## config.mk

```make
export PLATFORM = sky130hd
export DESIGN_NAME = flash_status_protect_reg
export DESIGN_NICKNAME = d
export VERILOG_FILES = /design/src/flash_status_pkg.sv /design/src/flash_status_protect_reg.sv /design/src/link_rx.sv /design/src/region_check.sv
export SDC_FILE = /design/constraint.sdc
export NUM_CORES = 1
export LEC_CHECK = 0
export BUFFER_PORTS_ARGS = -buffer_cell sky130_fd_sc_hd__buf_2
export CORE_MARGIN = 2
export CORE_UTILIZATION = 50
export CTS_CLUSTER_SIZE = 25
export DETAILED_ROUTE_END_ITERATION = 7
export PLACE_DENSITY = 0.73
export SETUP_SLACK_MARGIN = 0.05
export SYNTH_ARGS = -nofsm -noshare
export SYNTH_HDL_FRONTEND = slang
export SYNTH_HIERARCHICAL = 1
export SYNTH_SLANG_ARGS = --single-unit
export TNS_END_PERCENT = 30
```

## constraint.sdc

```tcl
create_clock -name sys_clk -period 3.8 [get_ports sys_clk]
set_input_delay 0.19 -clock sys_clk [delete_from_list [all_inputs] [get_ports sys_clk]]
set_output_delay 0.19 -clock sys_clk [all_outputs]
set_load 0.005 [all_outputs]
```

## src/flash_status_pkg.sv

```systemverilog
// Shared constants, types and layouts of the status-one protection block
package flash_status_pkg;

  // ------------------------------------------------------------------
  // Timing
  // ------------------------------------------------------------------
  localparam int CLK_PERIOD_NS = 20;
  localparam int OP_TIME_NS    = 1000;
  localparam int OP_CYCLES     = (OP_TIME_NS + CLK_PERIOD_NS - 1) / CLK_PERIOD_NS;

  // ------------------------------------------------------------------
  // Bus register offsets (byte addresses, low byte decoded)
  // ------------------------------------------------------------------
  localparam logic [7:0] OFS_STATUS_V   = 8'h00;
  localparam logic [7:0] OFS_STATUS_N   = 8'h04;
  localparam logic [7:0] OFS_CONFIG     = 8'h08;
  localparam logic [7:0] OFS_CONTROL    = 8'h0c;
  localparam logic [7:0] OFS_IRQ_STATUS = 8'h10;
  localparam logic [7:0] OFS_IRQ_CLEAR  = 8'h14;
  localparam logic [7:0] OFS_IRQ_ENABLE = 8'h18;

  // ------------------------------------------------------------------
  // Field positions
  // ------------------------------------------------------------------
  localparam int BUSY_BIT     = 0;
  localparam int WEL_BIT      = 1;
  localparam int SIZE_LSB     = 2;
  localparam int ERS_FAIL_BIT = 5;
  localparam int PRG_FAIL_BIT = 6;
  localparam int CFG_LOCK_BIT = 4;
  localparam int CFG_TB_BIT   = 5;
  localparam int CTL_SRST_BIT = 0;
  localparam int CTL_INJ_BIT  = 1;
  localparam int IRQ_DONE     = 0;
  localparam int IRQ_FAIL     = 1;
  localparam int IRQ_REFUSED  = 2;

  // ------------------------------------------------------------------
  // Reset values
  // ------------------------------------------------------------------
  localparam logic [7:0] STATUS_N_RST = 8'h00;
  localparam logic [2:0] IRQ_EN_RST   = 3'h0;

  // ------------------------------------------------------------------
  // Link transaction opcodes
  // ------------------------------------------------------------------
  localparam logic [7:0] OPC_SET_WRITE_LATCH   = 8'h06;
  localparam logic [7:0] OPC_CLEAR_WRITE_LATCH = 8'h04;
  localparam logic [7:0] OPC_CLEAR_FAIL_FLAGS  = 8'h82;
  localparam logic [7:0] OPC_PROGRAM           = 8'h02;
  localparam logic [7:0] OPC_ERASE             = 8'hd8;
  localparam logic [7:0] OPC_WRITE_REG         = 8'h01;
  localparam logic [7:0] OPC_SOFT_RESET        = 8'hf0;

  // ------------------------------------------------------------------
  // Types
  // ------------------------------------------------------------------
  typedef enum logic [1:0] {
    ST_IDLE = 2'b00,
    ST_RUN  = 2'b01,
    ST_FAIL = 2'b11
  } core_state_e;

  typedef enum logic [1:0] {
    OP_PROGRAM = 2'b00,
    OP_ERASE   = 2'b01,
    OP_WREG    = 2'b11
  } op_kind_e;

  typedef struct packed {
    logic [7:0] opcode;
    logic [7:0] arg;
    logic       arg_valid;
  } link_frame_s;

endpackage

```

## src/flash_status_protect_reg.sv

```systemverilog
// Status register one with block protection, write latch and busy handling
// Contract
// - Size code 000 none, 001..110 fractions, 111 all
// - Permanent lock freezes the protection-size field
// - Top/bottom select places the protected region
// - Operations run only while write latch set
// - Set-latch transaction sets write latch
// - Clear-latch transaction clears write latch
// - Successful operation end clears write latch
// - Any reset clears write latch
// - Busy flag one while operating, zero idle
// - Failure flags update while busy
// - Failure flag holds busy, refuses operations
// - Clear-flags transaction returns device to standby
// - Program failure or protected target sets flag
// - Erase failure or protected target sets flag
//
// Design decisions made here: the address map and the AHB-Lite register port.
`timescale 1ns/100ps
module flash_status_protect_reg (
  input  wire logic        sys_clk,
  input  wire logic        rst,
  input  wire logic        hsel,
  input  wire logic [31:0] haddr,
  input  wire logic [1:0]  htrans,
  input  wire logic        hwrite,
  input  wire logic [2:0]  hsize,
  input  wire logic [31:0] hwdata,
  input  wire logic        hready,
  output logic             hreadyout,
  output logic             hresp,
  output logic [31:0]      hrdata,
  input  wire logic        link_clk,
  input  wire logic        link_cs_n,
  input  wire logic        link_mosi,
  output logic             ready_busy_flag,
  output logic             irq
);

  flash_status_pkg::link_frame_s frame;
  logic                          frame_valid;
  logic                          is_protected;

  link_rx u_link_rx (
    .sys_clk     (sys_clk),
    .rst         (rst),
    .link_clk    (link_clk),
    .link_cs_n   (link_cs_n),
    .link_mosi   (link_mosi),
    .frame       (frame),
    .frame_valid (frame_valid)
  );

  // ------------------------------------------------------------------
  // Bus pipeline state
  // ------------------------------------------------------------------
  logic [7:0]  addr_ff;
  logic [7:0]  nxt_addr;
  logic        wr_pend_ff;
  logic        nxt_wr_pend;
  logic        rd_pend_ff;
  logic        nxt_rd_pend;
  logic        hready_ff;
  logic        nxt_hready;
  logic [31:0] hrdata_ff;
  logic [31:0] nxt_hrdata;
  logic        accept;

  // ------------------------------------------------------------------
  // Core state
  // ------------------------------------------------------------------
  flash_status_pkg::core_state_e state_ff;
  flash_status_pkg::core_state_e nxt_state;
  flash_status_pkg::op_kind_e    kind_ff;
  flash_status_pkg::op_kind_e    nxt_kind;
  logic [7:0] cnt_ff;
  logic [7:0] nxt_cnt;
  logic [7:0] op_arg_ff;
  logic [7:0] nxt_op_arg;
  logic       op_fail_ff;
  logic       nxt_op_fail;
  logic       wel_ff;
  logic       nxt_wel;
  logic       prg_fail_ff;
  logic       nxt_prg_fail;
  logic       ers_fail_ff;
  logic       nxt_ers_fail;
  logic [2:0] size_v_ff;
  logic [2:0] nxt_size_v;
  logic [7:0] status_n_ff;
  logic [7:0] nxt_status_n;
  logic       lock_ff;
  logic       nxt_lock;
  logic       tb_ff;
  logic       nxt_tb;
  logic       inject_ff;
  logic       nxt_inject;
  logic       load_ff;
  logic [2:0] irq_st_ff;
  logic [2:0] nxt_irq_st;
  logic [2:0] irq_en_ff;
  logic [2:0] nxt_irq_en;
  logic       irq_ff;
  logic       nxt_irq;
  logic       busy_ff;
  logic       nxt_busy;
  logic [2:0] events;
  logic [2:0] irq_clr;
  logic       soft_rst;
  logic       is_op;
  logic [7:0] status_v;

  region_check u_region_check (
    .block_protect_size (size_v_ff),
    .top_bottom_select  (tb_ff),
    .block_addr         (frame.arg),
    .is_protected       (is_protected)
  );

  function automatic logic wr_hit(input logic [7:0] ofs);
    return wr_pend_ff && (addr_ff == ofs);
  endfunction

  always_comb begin
    status_v                                   = 8'h00;
    status_v[flash_status_pkg::BUSY_BIT]       = busy_ff;
    status_v[flash_status_pkg::WEL_BIT]        = wel_ff;
    status_v[flash_status_pkg::SIZE_LSB +: 3]  = size_v_ff;
    status_v[flash_status_pkg::ERS_FAIL_BIT]   = ers_fail_ff;
    status_v[flash_status_pkg::PRG_FAIL_BIT]   = prg_fail_ff;
  end

  // ------------------------------------------------------------------
  // Bus slave: writes land in the data phase, reads take one wait state
  // ------------------------------------------------------------------
  // The wait state lets a read that follows a write see the new value
  always_comb begin
    accept      = hsel && htrans[1] && hready;
    nxt_addr    = addr_ff;
    nxt_wr_pend = 1'b0;
    nxt_rd_pend = 1'b0;
    nxt_hready  = 1'b1;
    nxt_hrdata  = hrdata_ff;
    if (rd_pend_ff) begin
      nxt_hrdata = 32'h0000_0000;
      case (addr_ff)
        flash_status_pkg::OFS_STATUS_V:   nxt_hrdata[7:0] = status_v;
        flash_status_pkg::OFS_STATUS_N:   nxt_hrdata[7:0] = status_n_ff;
        flash_status_pkg::OFS_CONFIG: begin
          nxt_hrdata[flash_status_pkg::CFG_LOCK_BIT] = lock_ff;
          nxt_hrdata[flash_status_pkg::CFG_TB_BIT]   = tb_ff;
        end
        flash_status_pkg::OFS_CONTROL:    nxt_hrdata[flash_status_pkg::CTL_INJ_BIT] = inject_ff;
        flash_status_pkg::OFS_IRQ_STATUS: nxt_hrdata[2:0] = irq_st_ff;
        flash_status_pkg::OFS_IRQ_ENABLE: nxt_hrdata[2:0] = irq_en_ff;
        default:                          nxt_hrdata = 32'h0000_0000;
      endcase
    end else if (accept) begin
      nxt_addr    = haddr[7:0];
      nxt_wr_pend = hwrite;
      nxt_rd_pend = ~hwrite;
      nxt_hready  = hwrite;
    end
  end

  always_ff @(posedge sys_clk) begin
    if (rst) begin
      addr_ff    <= 8'h00;
      wr_pend_ff <= 1'b0;
      rd_pend_ff <= 1'b0;
      hready_ff  <= 1'b1;
      hrdata_ff  <= 32'h0000_0000;
    end else begin
      addr_ff    <= nxt_addr;
      wr_pend_ff <= nxt_wr_pend;
      rd_pend_ff <= nxt_rd_pend;
      hready_ff  <= nxt_hready;
      hrdata_ff  <= nxt_hrdata;
    end
  end

  // ------------------------------------------------------------------
  // Core: transactions, embedded operations, flags, interrupts
  // ------------------------------------------------------------------
  always_comb begin
    nxt_state    = state_ff;
    nxt_kind     = kind_ff;
    nxt_cnt      = cnt_ff;
    nxt_op_arg   = op_arg_ff;
    nxt_op_fail  = op_fail_ff;
    nxt_wel      = wel_ff;
    nxt_prg_fail = prg_fail_ff;
    nxt_ers_fail = ers_fail_ff;
    nxt_size_v   = size_v_ff;
    nxt_status_n = status_n_ff;
    nxt_lock     = lock_ff;
    nxt_tb       = tb_ff;
    nxt_inject   = inject_ff;
    nxt_irq_en   = irq_en_ff;
    events       = 3'h0;
    irq_clr      = 3'h0;
    is_op        = (frame.opcode == flash_status_pkg::OPC_PROGRAM)
                || (frame.opcode == flash_status_pkg::OPC_ERASE)
                || (frame.opcode == flash_status_pkg::OPC_WRITE_REG);
    soft_rst     = (frame_valid && frame.opcode == flash_status_pkg::OPC_SOFT_RESET)
                || (wr_hit(flash_status_pkg::OFS_CONTROL)
                    && hwdata[flash_status_pkg::CTL_SRST_BIT]);

    // Software side of the register file
    if (wr_hit(flash_status_pkg::OFS_STATUS_N)) begin
      nxt_status_n = hwdata[7:0];
      nxt_status_n[7] = 1'b0;
      if (lock_ff) begin
        nxt_status_n[flash_status_pkg::SIZE_LSB +: 3] =
          status_n_ff[flash_status_pkg::SIZE_LSB +: 3];
      end
    end
    if (wr_hit(flash_status_pkg::OFS_CONFIG)) begin
      // The lock is one-way; it also freezes the region placement
      nxt_lock = lock_ff | hwdata[flash_status_pkg::CFG_LOCK_BIT];
      if (!lock_ff) begin
        nxt_tb = hwdata[flash_status_pkg::CFG_TB_BIT];
      end
    end
    if (wr_hit(flash_status_pkg::OFS_CONTROL)) begin
      nxt_inject = hwdata[flash_status_pkg::CTL_INJ_BIT];
    end
    if (wr_hit(flash_status_pkg::OFS_IRQ_CLEAR)) begin
      irq_clr = hwdata[2:0];
    end
    if (wr_hit(flash_status_pkg::OFS_IRQ_ENABLE)) begin
      nxt_irq_en = hwdata[2:0];
    end

    case (state_ff)
      flash_status_pkg::ST_IDLE: begin
        if (frame_valid) begin
          if (frame.opcode == flash_status_pkg::OPC_SET_WRITE_LATCH) begin
            nxt_wel = 1'b1;
          end else if (frame.opcode == flash_status_pkg::OPC_CLEAR_WRITE_LATCH) begin
            nxt_wel = 1'b0;
          end else if (is_op) begin
            if (!wel_ff || !frame.arg_valid) begin
              events[flash_status_pkg::IRQ_REFUSED] = 1'b1;
            end else begin
              nxt_state   = flash_status_pkg::ST_RUN;
              nxt_cnt     = 8'(flash_status_pkg::OP_CYCLES - 1);
              nxt_op_arg  = frame.arg;
              nxt_kind    = (frame.opcode == flash_status_pkg::OPC_PROGRAM)
                          ? flash_status_pkg::OP_PROGRAM
                          : (frame.opcode == flash_status_pkg::OPC_ERASE)
                          ? flash_status_pkg::OP_ERASE : flash_status_pkg::OP_WREG;
              // A protected program or erase target fails the operation, as does injected fault
              nxt_op_fail = inject_ff
                          || (is_protected
                              && frame.opcode != flash_status_pkg::OPC_WRITE_REG);
            end
          end
        end
      end
      flash_status_pkg::ST_RUN: begin
        if (frame_valid && frame.opcode != flash_status_pkg::OPC_SOFT_RESET) begin
          events[flash_status_pkg::IRQ_REFUSED] = 1'b1;
        end
        if (cnt_ff != 8'h00) begin
          nxt_cnt = cnt_ff - 8'h01;
        end else if (op_fail_ff) begin
          // Flags set while busy is still shown; busy then stays held
          if (kind_ff == flash_status_pkg::OP_ERASE) begin
            nxt_ers_fail = 1'b1;
          end else begin
            nxt_prg_fail = 1'b1;
          end
          nxt_state = flash_status_pkg::ST_FAIL;
          events[flash_status_pkg::IRQ_FAIL] = 1'b1;
        end else begin
          nxt_wel   = 1'b0;
          nxt_state = flash_status_pkg::ST_IDLE;
          events[flash_status_pkg::IRQ_DONE] = 1'b1;
          if (kind_ff == flash_status_pkg::OP_WREG && !lock_ff) begin
            nxt_size_v = op_arg_ff[flash_status_pkg::SIZE_LSB +: 3];
            nxt_status_n[flash_status_pkg::SIZE_LSB +: 3] =
              op_arg_ff[flash_status_pkg::SIZE_LSB +: 3];
          end
        end
      end
      flash_status_pkg::ST_FAIL: begin
        if (frame_valid && frame.opcode == flash_status_pkg::OPC_CLEAR_FAIL_FLAGS) begin
          nxt_prg_fail = 1'b0;
          nxt_ers_fail = 1'b0;
          nxt_state    = flash_status_pkg::ST_IDLE;
        end else if (frame_valid && frame.opcode != flash_status_pkg::OPC_SOFT_RESET) begin
          events[flash_status_pkg::IRQ_REFUSED] = 1'b1;
        end
      end
      default: begin
        nxt_state = flash_status_pkg::ST_IDLE;
      end
    endcase

    // Soft reset, and the first cycle after power-on reset, reload the size
    if (soft_rst || load_ff) begin
      nxt_state    = flash_status_pkg::ST_IDLE;
      nxt_wel      = 1'b0;
      nxt_prg_fail = 1'b0;
      nxt_ers_fail = 1'b0;
      nxt_size_v   = status_n_ff[flash_status_pkg::SIZE_LSB +: 3];
    end

    nxt_busy   = (nxt_state != flash_status_pkg::ST_IDLE);
    // A new event wins over a clear in the same cycle
    nxt_irq_st = (irq_st_ff & ~irq_clr) | events;
    nxt_irq    = |(nxt_irq_st & nxt_irq_en);
  end

  always_ff @(posedge sys_clk) begin
    if (rst) begin
      state_ff    <= flash_status_pkg::ST_IDLE;
      kind_ff     <= flash_status_pkg::OP_PROGRAM;
      cnt_ff      <= 8'h00;
      op_arg_ff   <= 8'h00;
      op_fail_ff  <= 1'b0;
      wel_ff      <= 1'b0;
      prg_fail_ff <= 1'b0;
      ers_fail_ff <= 1'b0;
      size_v_ff   <= flash_status_pkg::STATUS_N_RST[flash_status_pkg::SIZE_LSB +: 3];
      status_n_ff <= flash_status_pkg::STATUS_N_RST;
      lock_ff     <= 1'b0;
      tb_ff       <= 1'b0;
      inject_ff   <= 1'b0;
      load_ff     <= 1'b1;
      irq_st_ff   <= 3'h0;
      irq_en_ff   <= flash_status_pkg::IRQ_EN_RST;
      irq_ff      <= 1'b0;
      busy_ff     <= 1'b0;
    end else begin
      state_ff    <= nxt_state;
      kind_ff     <= nxt_kind;
      cnt_ff      <= nxt_cnt;
      op_arg_ff   <= nxt_op_arg;
      op_fail_ff  <= nxt_op_fail;
      wel_ff      <= nxt_wel;
      prg_fail_ff <= nxt_prg_fail;
      ers_fail_ff <= nxt_ers_fail;
      size_v_ff   <= nxt_size_v;
      status_n_ff <= nxt_status_n;
      lock_ff     <= nxt_lock;
      tb_ff       <= nxt_tb;
      inject_ff   <= nxt_inject;
      load_ff     <= 1'b0;
      irq_st_ff   <= nxt_irq_st;
      irq_en_ff   <= nxt_irq_en;
      irq_ff      <= nxt_irq;
      busy_ff     <= nxt_busy;
    end
  end

  assign hreadyout       = hready_ff;
  assign hresp           = 1'b0;
  assign hrdata          = hrdata_ff;
  assign ready_busy_flag = busy_ff;
  assign irq             = irq_ff;

endmodule

```

## src/link_rx.sv

```systemverilog
// Serial transaction receiver: synchronises link pins and assembles frames
`timescale 1ns/100ps
module link_rx (
  input  wire logic                         sys_clk,
  input  wire logic                         rst,
  input  wire logic                         link_clk,
  input  wire logic                         link_cs_n,
  input  wire logic                         link_mosi,
  output flash_status_pkg::link_frame_s     frame,
  output logic                              frame_valid
);

  logic [2:0] clk_sync_ff;
  logic [2:0] nxt_clk_sync;
  logic [2:0] cs_sync_ff;
  logic [2:0] nxt_cs_sync;
  logic [1:0] mosi_sync_ff;
  logic [1:0] nxt_mosi_sync;
  logic [7:0] shift_ff;
  logic [7:0] nxt_shift;
  logic [2:0] bitcnt_ff;
  logic [2:0] nxt_bitcnt;
  logic [1:0] nbytes_ff;
  logic [1:0] nxt_nbytes;
  logic [7:0] opcode_ff;
  logic [7:0] nxt_opcode;
  logic [7:0] arg_ff;
  logic [7:0] nxt_arg;
  logic       valid_ff;
  logic       nxt_valid;
  logic       rise;
  logic       selected;
  logic       cs_end;
  logic [7:0] shifted;

  // ------------------------------------------------------------------
  // Edge finding and byte assembly
  // ------------------------------------------------------------------
  // Edges are judged on stages one and two only; stage zero feeds stage one alone
  always_comb begin
    nxt_clk_sync  = {clk_sync_ff[1:0], link_clk};
    nxt_cs_sync   = {cs_sync_ff[1:0], link_cs_n};
    nxt_mosi_sync = {mosi_sync_ff[0], link_mosi};
    selected      = ~cs_sync_ff[1];
    rise          = clk_sync_ff[1] & ~clk_sync_ff[2] & selected;
    cs_end        = cs_sync_ff[1] & ~cs_sync_ff[2];
    shifted       = {shift_ff[6:0], mosi_sync_ff[1]};
    nxt_shift     = shift_ff;
    nxt_bitcnt    = bitcnt_ff;
    nxt_nbytes    = nbytes_ff;
    nxt_opcode    = opcode_ff;
    nxt_arg       = arg_ff;
    nxt_valid     = 1'b0;
    // Counters hold through the end edge so the frame still shows its argument byte
    if (!selected && !cs_end) begin
      nxt_bitcnt = 3'h0;
      nxt_nbytes = 2'h0;
    end else if (rise) begin
      nxt_shift  = shifted;
      nxt_bitcnt = bitcnt_ff + 3'h1;
      if (bitcnt_ff == 3'h7) begin
        if (nbytes_ff == 2'h0) begin
          nxt_opcode = shifted;
        end else if (nbytes_ff == 2'h1) begin
          nxt_arg = shifted;
        end
        if (nbytes_ff != 2'h3) begin
          nxt_nbytes = nbytes_ff + 2'h1;
        end
      end
    end
    // A frame counts only once a whole opcode byte has arrived
    if (cs_end && nbytes_ff != 2'h0) begin
      nxt_valid = 1'b1;
    end
  end

  always_ff @(posedge sys_clk) begin
    if (rst) begin
      clk_sync_ff  <= 3'h0;
      cs_sync_ff   <= 3'h7;
      mosi_sync_ff <= 2'h0;
      shift_ff     <= 8'h00;
      bitcnt_ff    <= 3'h0;
      nbytes_ff    <= 2'h0;
      opcode_ff    <= 8'h00;
      arg_ff       <= 8'h00;
      valid_ff     <= 1'b0;
    end else begin
      clk_sync_ff  <= nxt_clk_sync;
      cs_sync_ff   <= nxt_cs_sync;
      mosi_sync_ff <= nxt_mosi_sync;
      shift_ff     <= nxt_shift;
      bitcnt_ff    <= nxt_bitcnt;
      nbytes_ff    <= nxt_nbytes;
      opcode_ff    <= nxt_opcode;
      arg_ff       <= nxt_arg;
      valid_ff     <= nxt_valid;
    end
  end

  assign frame.opcode    = opcode_ff;
  assign frame.arg       = arg_ff;
  assign frame.arg_valid = (nbytes_ff >= 2'h2);
  assign frame_valid     = valid_ff;

endmodule

```

## src/region_check.sv

```systemverilog
// Decodes the protection-size code into a protected block range
`timescale 1ns/100ps
module region_check (
  input  wire logic [2:0] block_protect_size,
  input  wire logic       top_bottom_select,
  input  wire logic [7:0] block_addr,
  output logic            is_protected
);

  // ------------------------------------------------------------------
  // Size decode: number of protected blocks out of 256
  // ------------------------------------------------------------------
  // 000 none, 001 one 64th, 010 one 32nd, doubling up to 111 all
  function automatic logic [8:0] prot_blocks(input logic [2:0] code);
    logic [8:0] n;
    n = 9'h000;
    if (code == 3'h7) begin
      n = 9'h100;
    end else if (code != 3'h0) begin
      n = 9'h004 << (code - 3'h1);
    end
    return n;
  endfunction

  logic [8:0] count;

  always_comb begin
    count = prot_blocks(block_protect_size);
    if (!top_bottom_select) begin
      is_protected = ({1'b0, block_addr} >= (9'h100 - count));
    end else begin
      is_protected = ({1'b0, block_addr} < count);
    end
  end

endmodule

```

==> results.md <==
- Status: finished, final reports clean
- Post-route setup slack: 0.708 ns
- DP Worst Slack: 0.725 ns
- Routed wire length: 10.0 mm
- First-pass GRT wire length: 16.8 mm
- Multi-input combinational cell area: 0.00273 mm^2
- Initial antenna violation count: 0
- Die area: 0.0107 mm^2
- Final setup TNS: 0 ns
- Die Y: 103 um
- HP Class: primary input to flip-flop
- Gr usage total: 0.197
- Final setup viols: 0
- Asr flop ratio synth: 0
- Setup Buffers After CTS: 0
- Mapped cell area: 0.00494 mm^2
- Longest Clk Path Bufs: 2
- Vias in the first global route: 3,647
- Synthesis-to-finish area growth: 6.61%
- Pre-antenna DRT Iters: 4
- Clock-pin slew on the worst setup and hold paths: 0.09 ns
- HPWL Detailed: 7.44 mm
- Final nets: 668
- Root Buffer Master: clkbuf_8
- Cell count after synthesis: 554
- Commonest cells after routing, fill and taps aside: dfxtp_1, nand2_1, a21oi_1
- WS Path Type: flip-flop to flip-flop
- Num CTS Buffers: 9
- Cts repair resizes: 0
- Tcrit/Tclk final: 0.814
- Unrepaired setup endpoints after global routing: no
- Final worst clock skew: 0.0140 ns
- #FFs+latches synth: 96
- Final hold vios: 0
- Layout cell share with drive strength beyond 1: 0.142
- Port buffer count: 33
- Drt wl/cell: 14.1 um
- Slew Viols, Final: 0
- Post-route ant nets: 0
- DRC errors left: 0
- RD Place Congestion: 0.845
- Data required time of the critical path: 4.03 ns
- Gr ovfl total: 0
- Yosys warns: 6
- Starting DRT DRC Count: 166
- Ports: 113
- Die Wd: 103 um
- Endpoint type of the worst setup path: flip-flop
- H-Tree Depth: 3
- Reg2Reg Setup Slack: 0.71 ns
- Number of cell rows: 36
- Startpoint Class: flip-flop
- Synth Flop Type: dfxtp_1
- Post-synth cell types: 69
- Fmax: 323 MHz
- Fill cells: 912
- Core Region: 0.00968 mm^2
- DR vias: 3,877
- Largest net degree at the start of global routing: 50
- Peak VDD IR: 0.000270 V
- Hold buffer count at CTS: 0
- Final instance area: 0.00527 mm^2
- Post-synthesis sequential area ratio: 0.389
- Area after DPL: 0.00506 mm^2
- Worst Path Arrival: 3.32 ns
- Final Critical Period: 3.09 ns
- Later-pin clock latency in the skew report: 0.35 ns
- Clock sink count: 96
- Slew HR: 0.453
- EDFF count, synth: 0
- CP max FO: 12
- Routed vias/inst: 5.46
- Commonest non-fill, non-tap cell in the layout: dfxtp_1
- FF/Latch Area: 0.00192 mm^2
- Maxcap violations: 0
- PD cells: 347 mW/mm^2
- Final core occ: 0.544
- Starting Density: 0.510
- Clock tree from TritonCTS: built
- Syn avg cell area: 8.92 um^2
- Cell leakage power: 2.09 nW
- ANT cells: 0
- Worst Tran Pin Value: 0.815 ns
==> final cells by class <==
type / instances / area share
timing repair buffer: 36 / 0.0356
tap: 133 / 0.0316
sequential: 96 / 0.365
inverter: 15 / 0.0107
clock buffer: 12 / 0.0295
multi-input combinational: 414 / 0.518
clock inverter: 4 / 0.00998
==> cells in the mapped netlist, types with 4 or more instances <==
| cell | count | area share |
|---|---|---|
| nor4_1 | 5 | 0.0063 |
| nand3_1 | 17 | 0.017 |
| nand2b_1 | 32 | 0.041 |
| or2_2 | 10 | 0.013 |
| buf_2 | 4 | 0.0041 |
| mux2_2 | 8 | 0.018 |
| nand4b_1 | 5 | 0.0089 |
| nor2b_1 | 8 | 0.010 |
| nor3_1 | 7 | 0.0071 |
| nor2_1 | 29 | 0.022 |
| nand2_1 | 60 | 0.046 |
| inv_1 | 15 | 0.011 |
| a211oi_1 | 15 | 0.023 |
| mux2i_1 | 33 | 0.067 |
| ha_1 | 19 | 0.048 |
| clkbuf_1 | 19 | 0.014 |
| or3_1 | 11 | 0.014 |
| o21ai_0 | 7 | 0.0071 |
| o211ai_1 | 6 | 0.0091 |
| dfxtp_1 | 96 | 0.39 |
| nor3b_1 | 5 | 0.0076 |
| a21oi_1 | 43 | 0.044 |
| buf_4 | 26 | 0.040 |
| nand3b_1 | 6 | 0.0091 |
==> per-stage QoR <==
stage          hold WS [ns]  cells  power (mW)
2_1_floorplan         0.218    579        1.15
3_3_place_gp          0.375    694        1.16
3_5_place_dp          0.387    694        1.16
4_1_cts              0.0175    710        1.84
5_1_grt              0.0109    710        1.90
6_report             0.0233    710        1.83
==> registers in the layout, summed over array words and instances, names as in the netlist, 3 cells and up <==
signal	count
op_arg_ff	3
status_n_ff	7
size_v_ff	3
u_link_rx/opcode_ff	8
addr_ff	8
cnt_ff	8
hrdata	7
u_link_rx/clk_sync_ff	3
irq_en_ff	3
irq_st_ff	3
u_link_rx/bitcnt_ff	3
u_link_rx/arg_ff	8
u_link_rx/cs_sync_ff	3
u_link_rx/shift_ff	7
==> worst paths after layout <==
kind | start | endpoint | depth (start not counted)
worst max-delay path | size_v_ff[1] | op_fail_ff | 10
worst min-delay path | link_cs_n | u_link_rx/cs_sync_ff[0] | 2
worst max register to register | size_v_ff[1] | op_fail_ff | 10
worst min register to register | u_link_rx/cs_sync_ff[0] | u_link_rx/cs_sync_ff[1] | 1
==> critical path: stages, from the launching register on <==
cell	delay, ns
dfxtp_1	0.52
or3b_2	0.51
ha_1	0.28
o21ai_0	0.23
ha_1	0.30
a21oi_1	0.19
o41ai_2	0.09
a2111oi_0	0.43
a311oi_1	0.14
a211oi_1	0.22
nor3_1	0.06
==> power by group <==
group          switching (mW)  leakage, nW  internal [mW]  total, mW
sequential             0.0118        0.776           1.02       1.03
combinational          0.0640         1.21         0.0491      0.113
clock                   0.343        0.107          0.342      0.685
==> logic make-up after synthesis <==
| logic type | synth area share |
|---|---|
| flops | 0.389 |
| xor+xnor | 0.00532 |
| compound gates | 0.144 |
| buf+inv | 0.0780 |
| other cells | 0.000759 |
| mux | 0.0851 |
| fa+ha+maj | 0.0481 |
| simple gates | 0.250 |
==> layer usage <==
layer | GRT usage | wire [um] | vias to the layer above | share of wire
met5 | 0 | 0 | - | 0
met4 | 0.0536 | 87 | 0 | 0.0087
met3 | 0.0370 | 422 | 8 | 0.042
met2 | 0.344 | 4910 | 84 | 0.49
met1 | 0.248 | 4620 | 1825 | 0.46
li1 | - | - | 1960 | -
No activity file was read; power rests on OpenSTA's default activity.
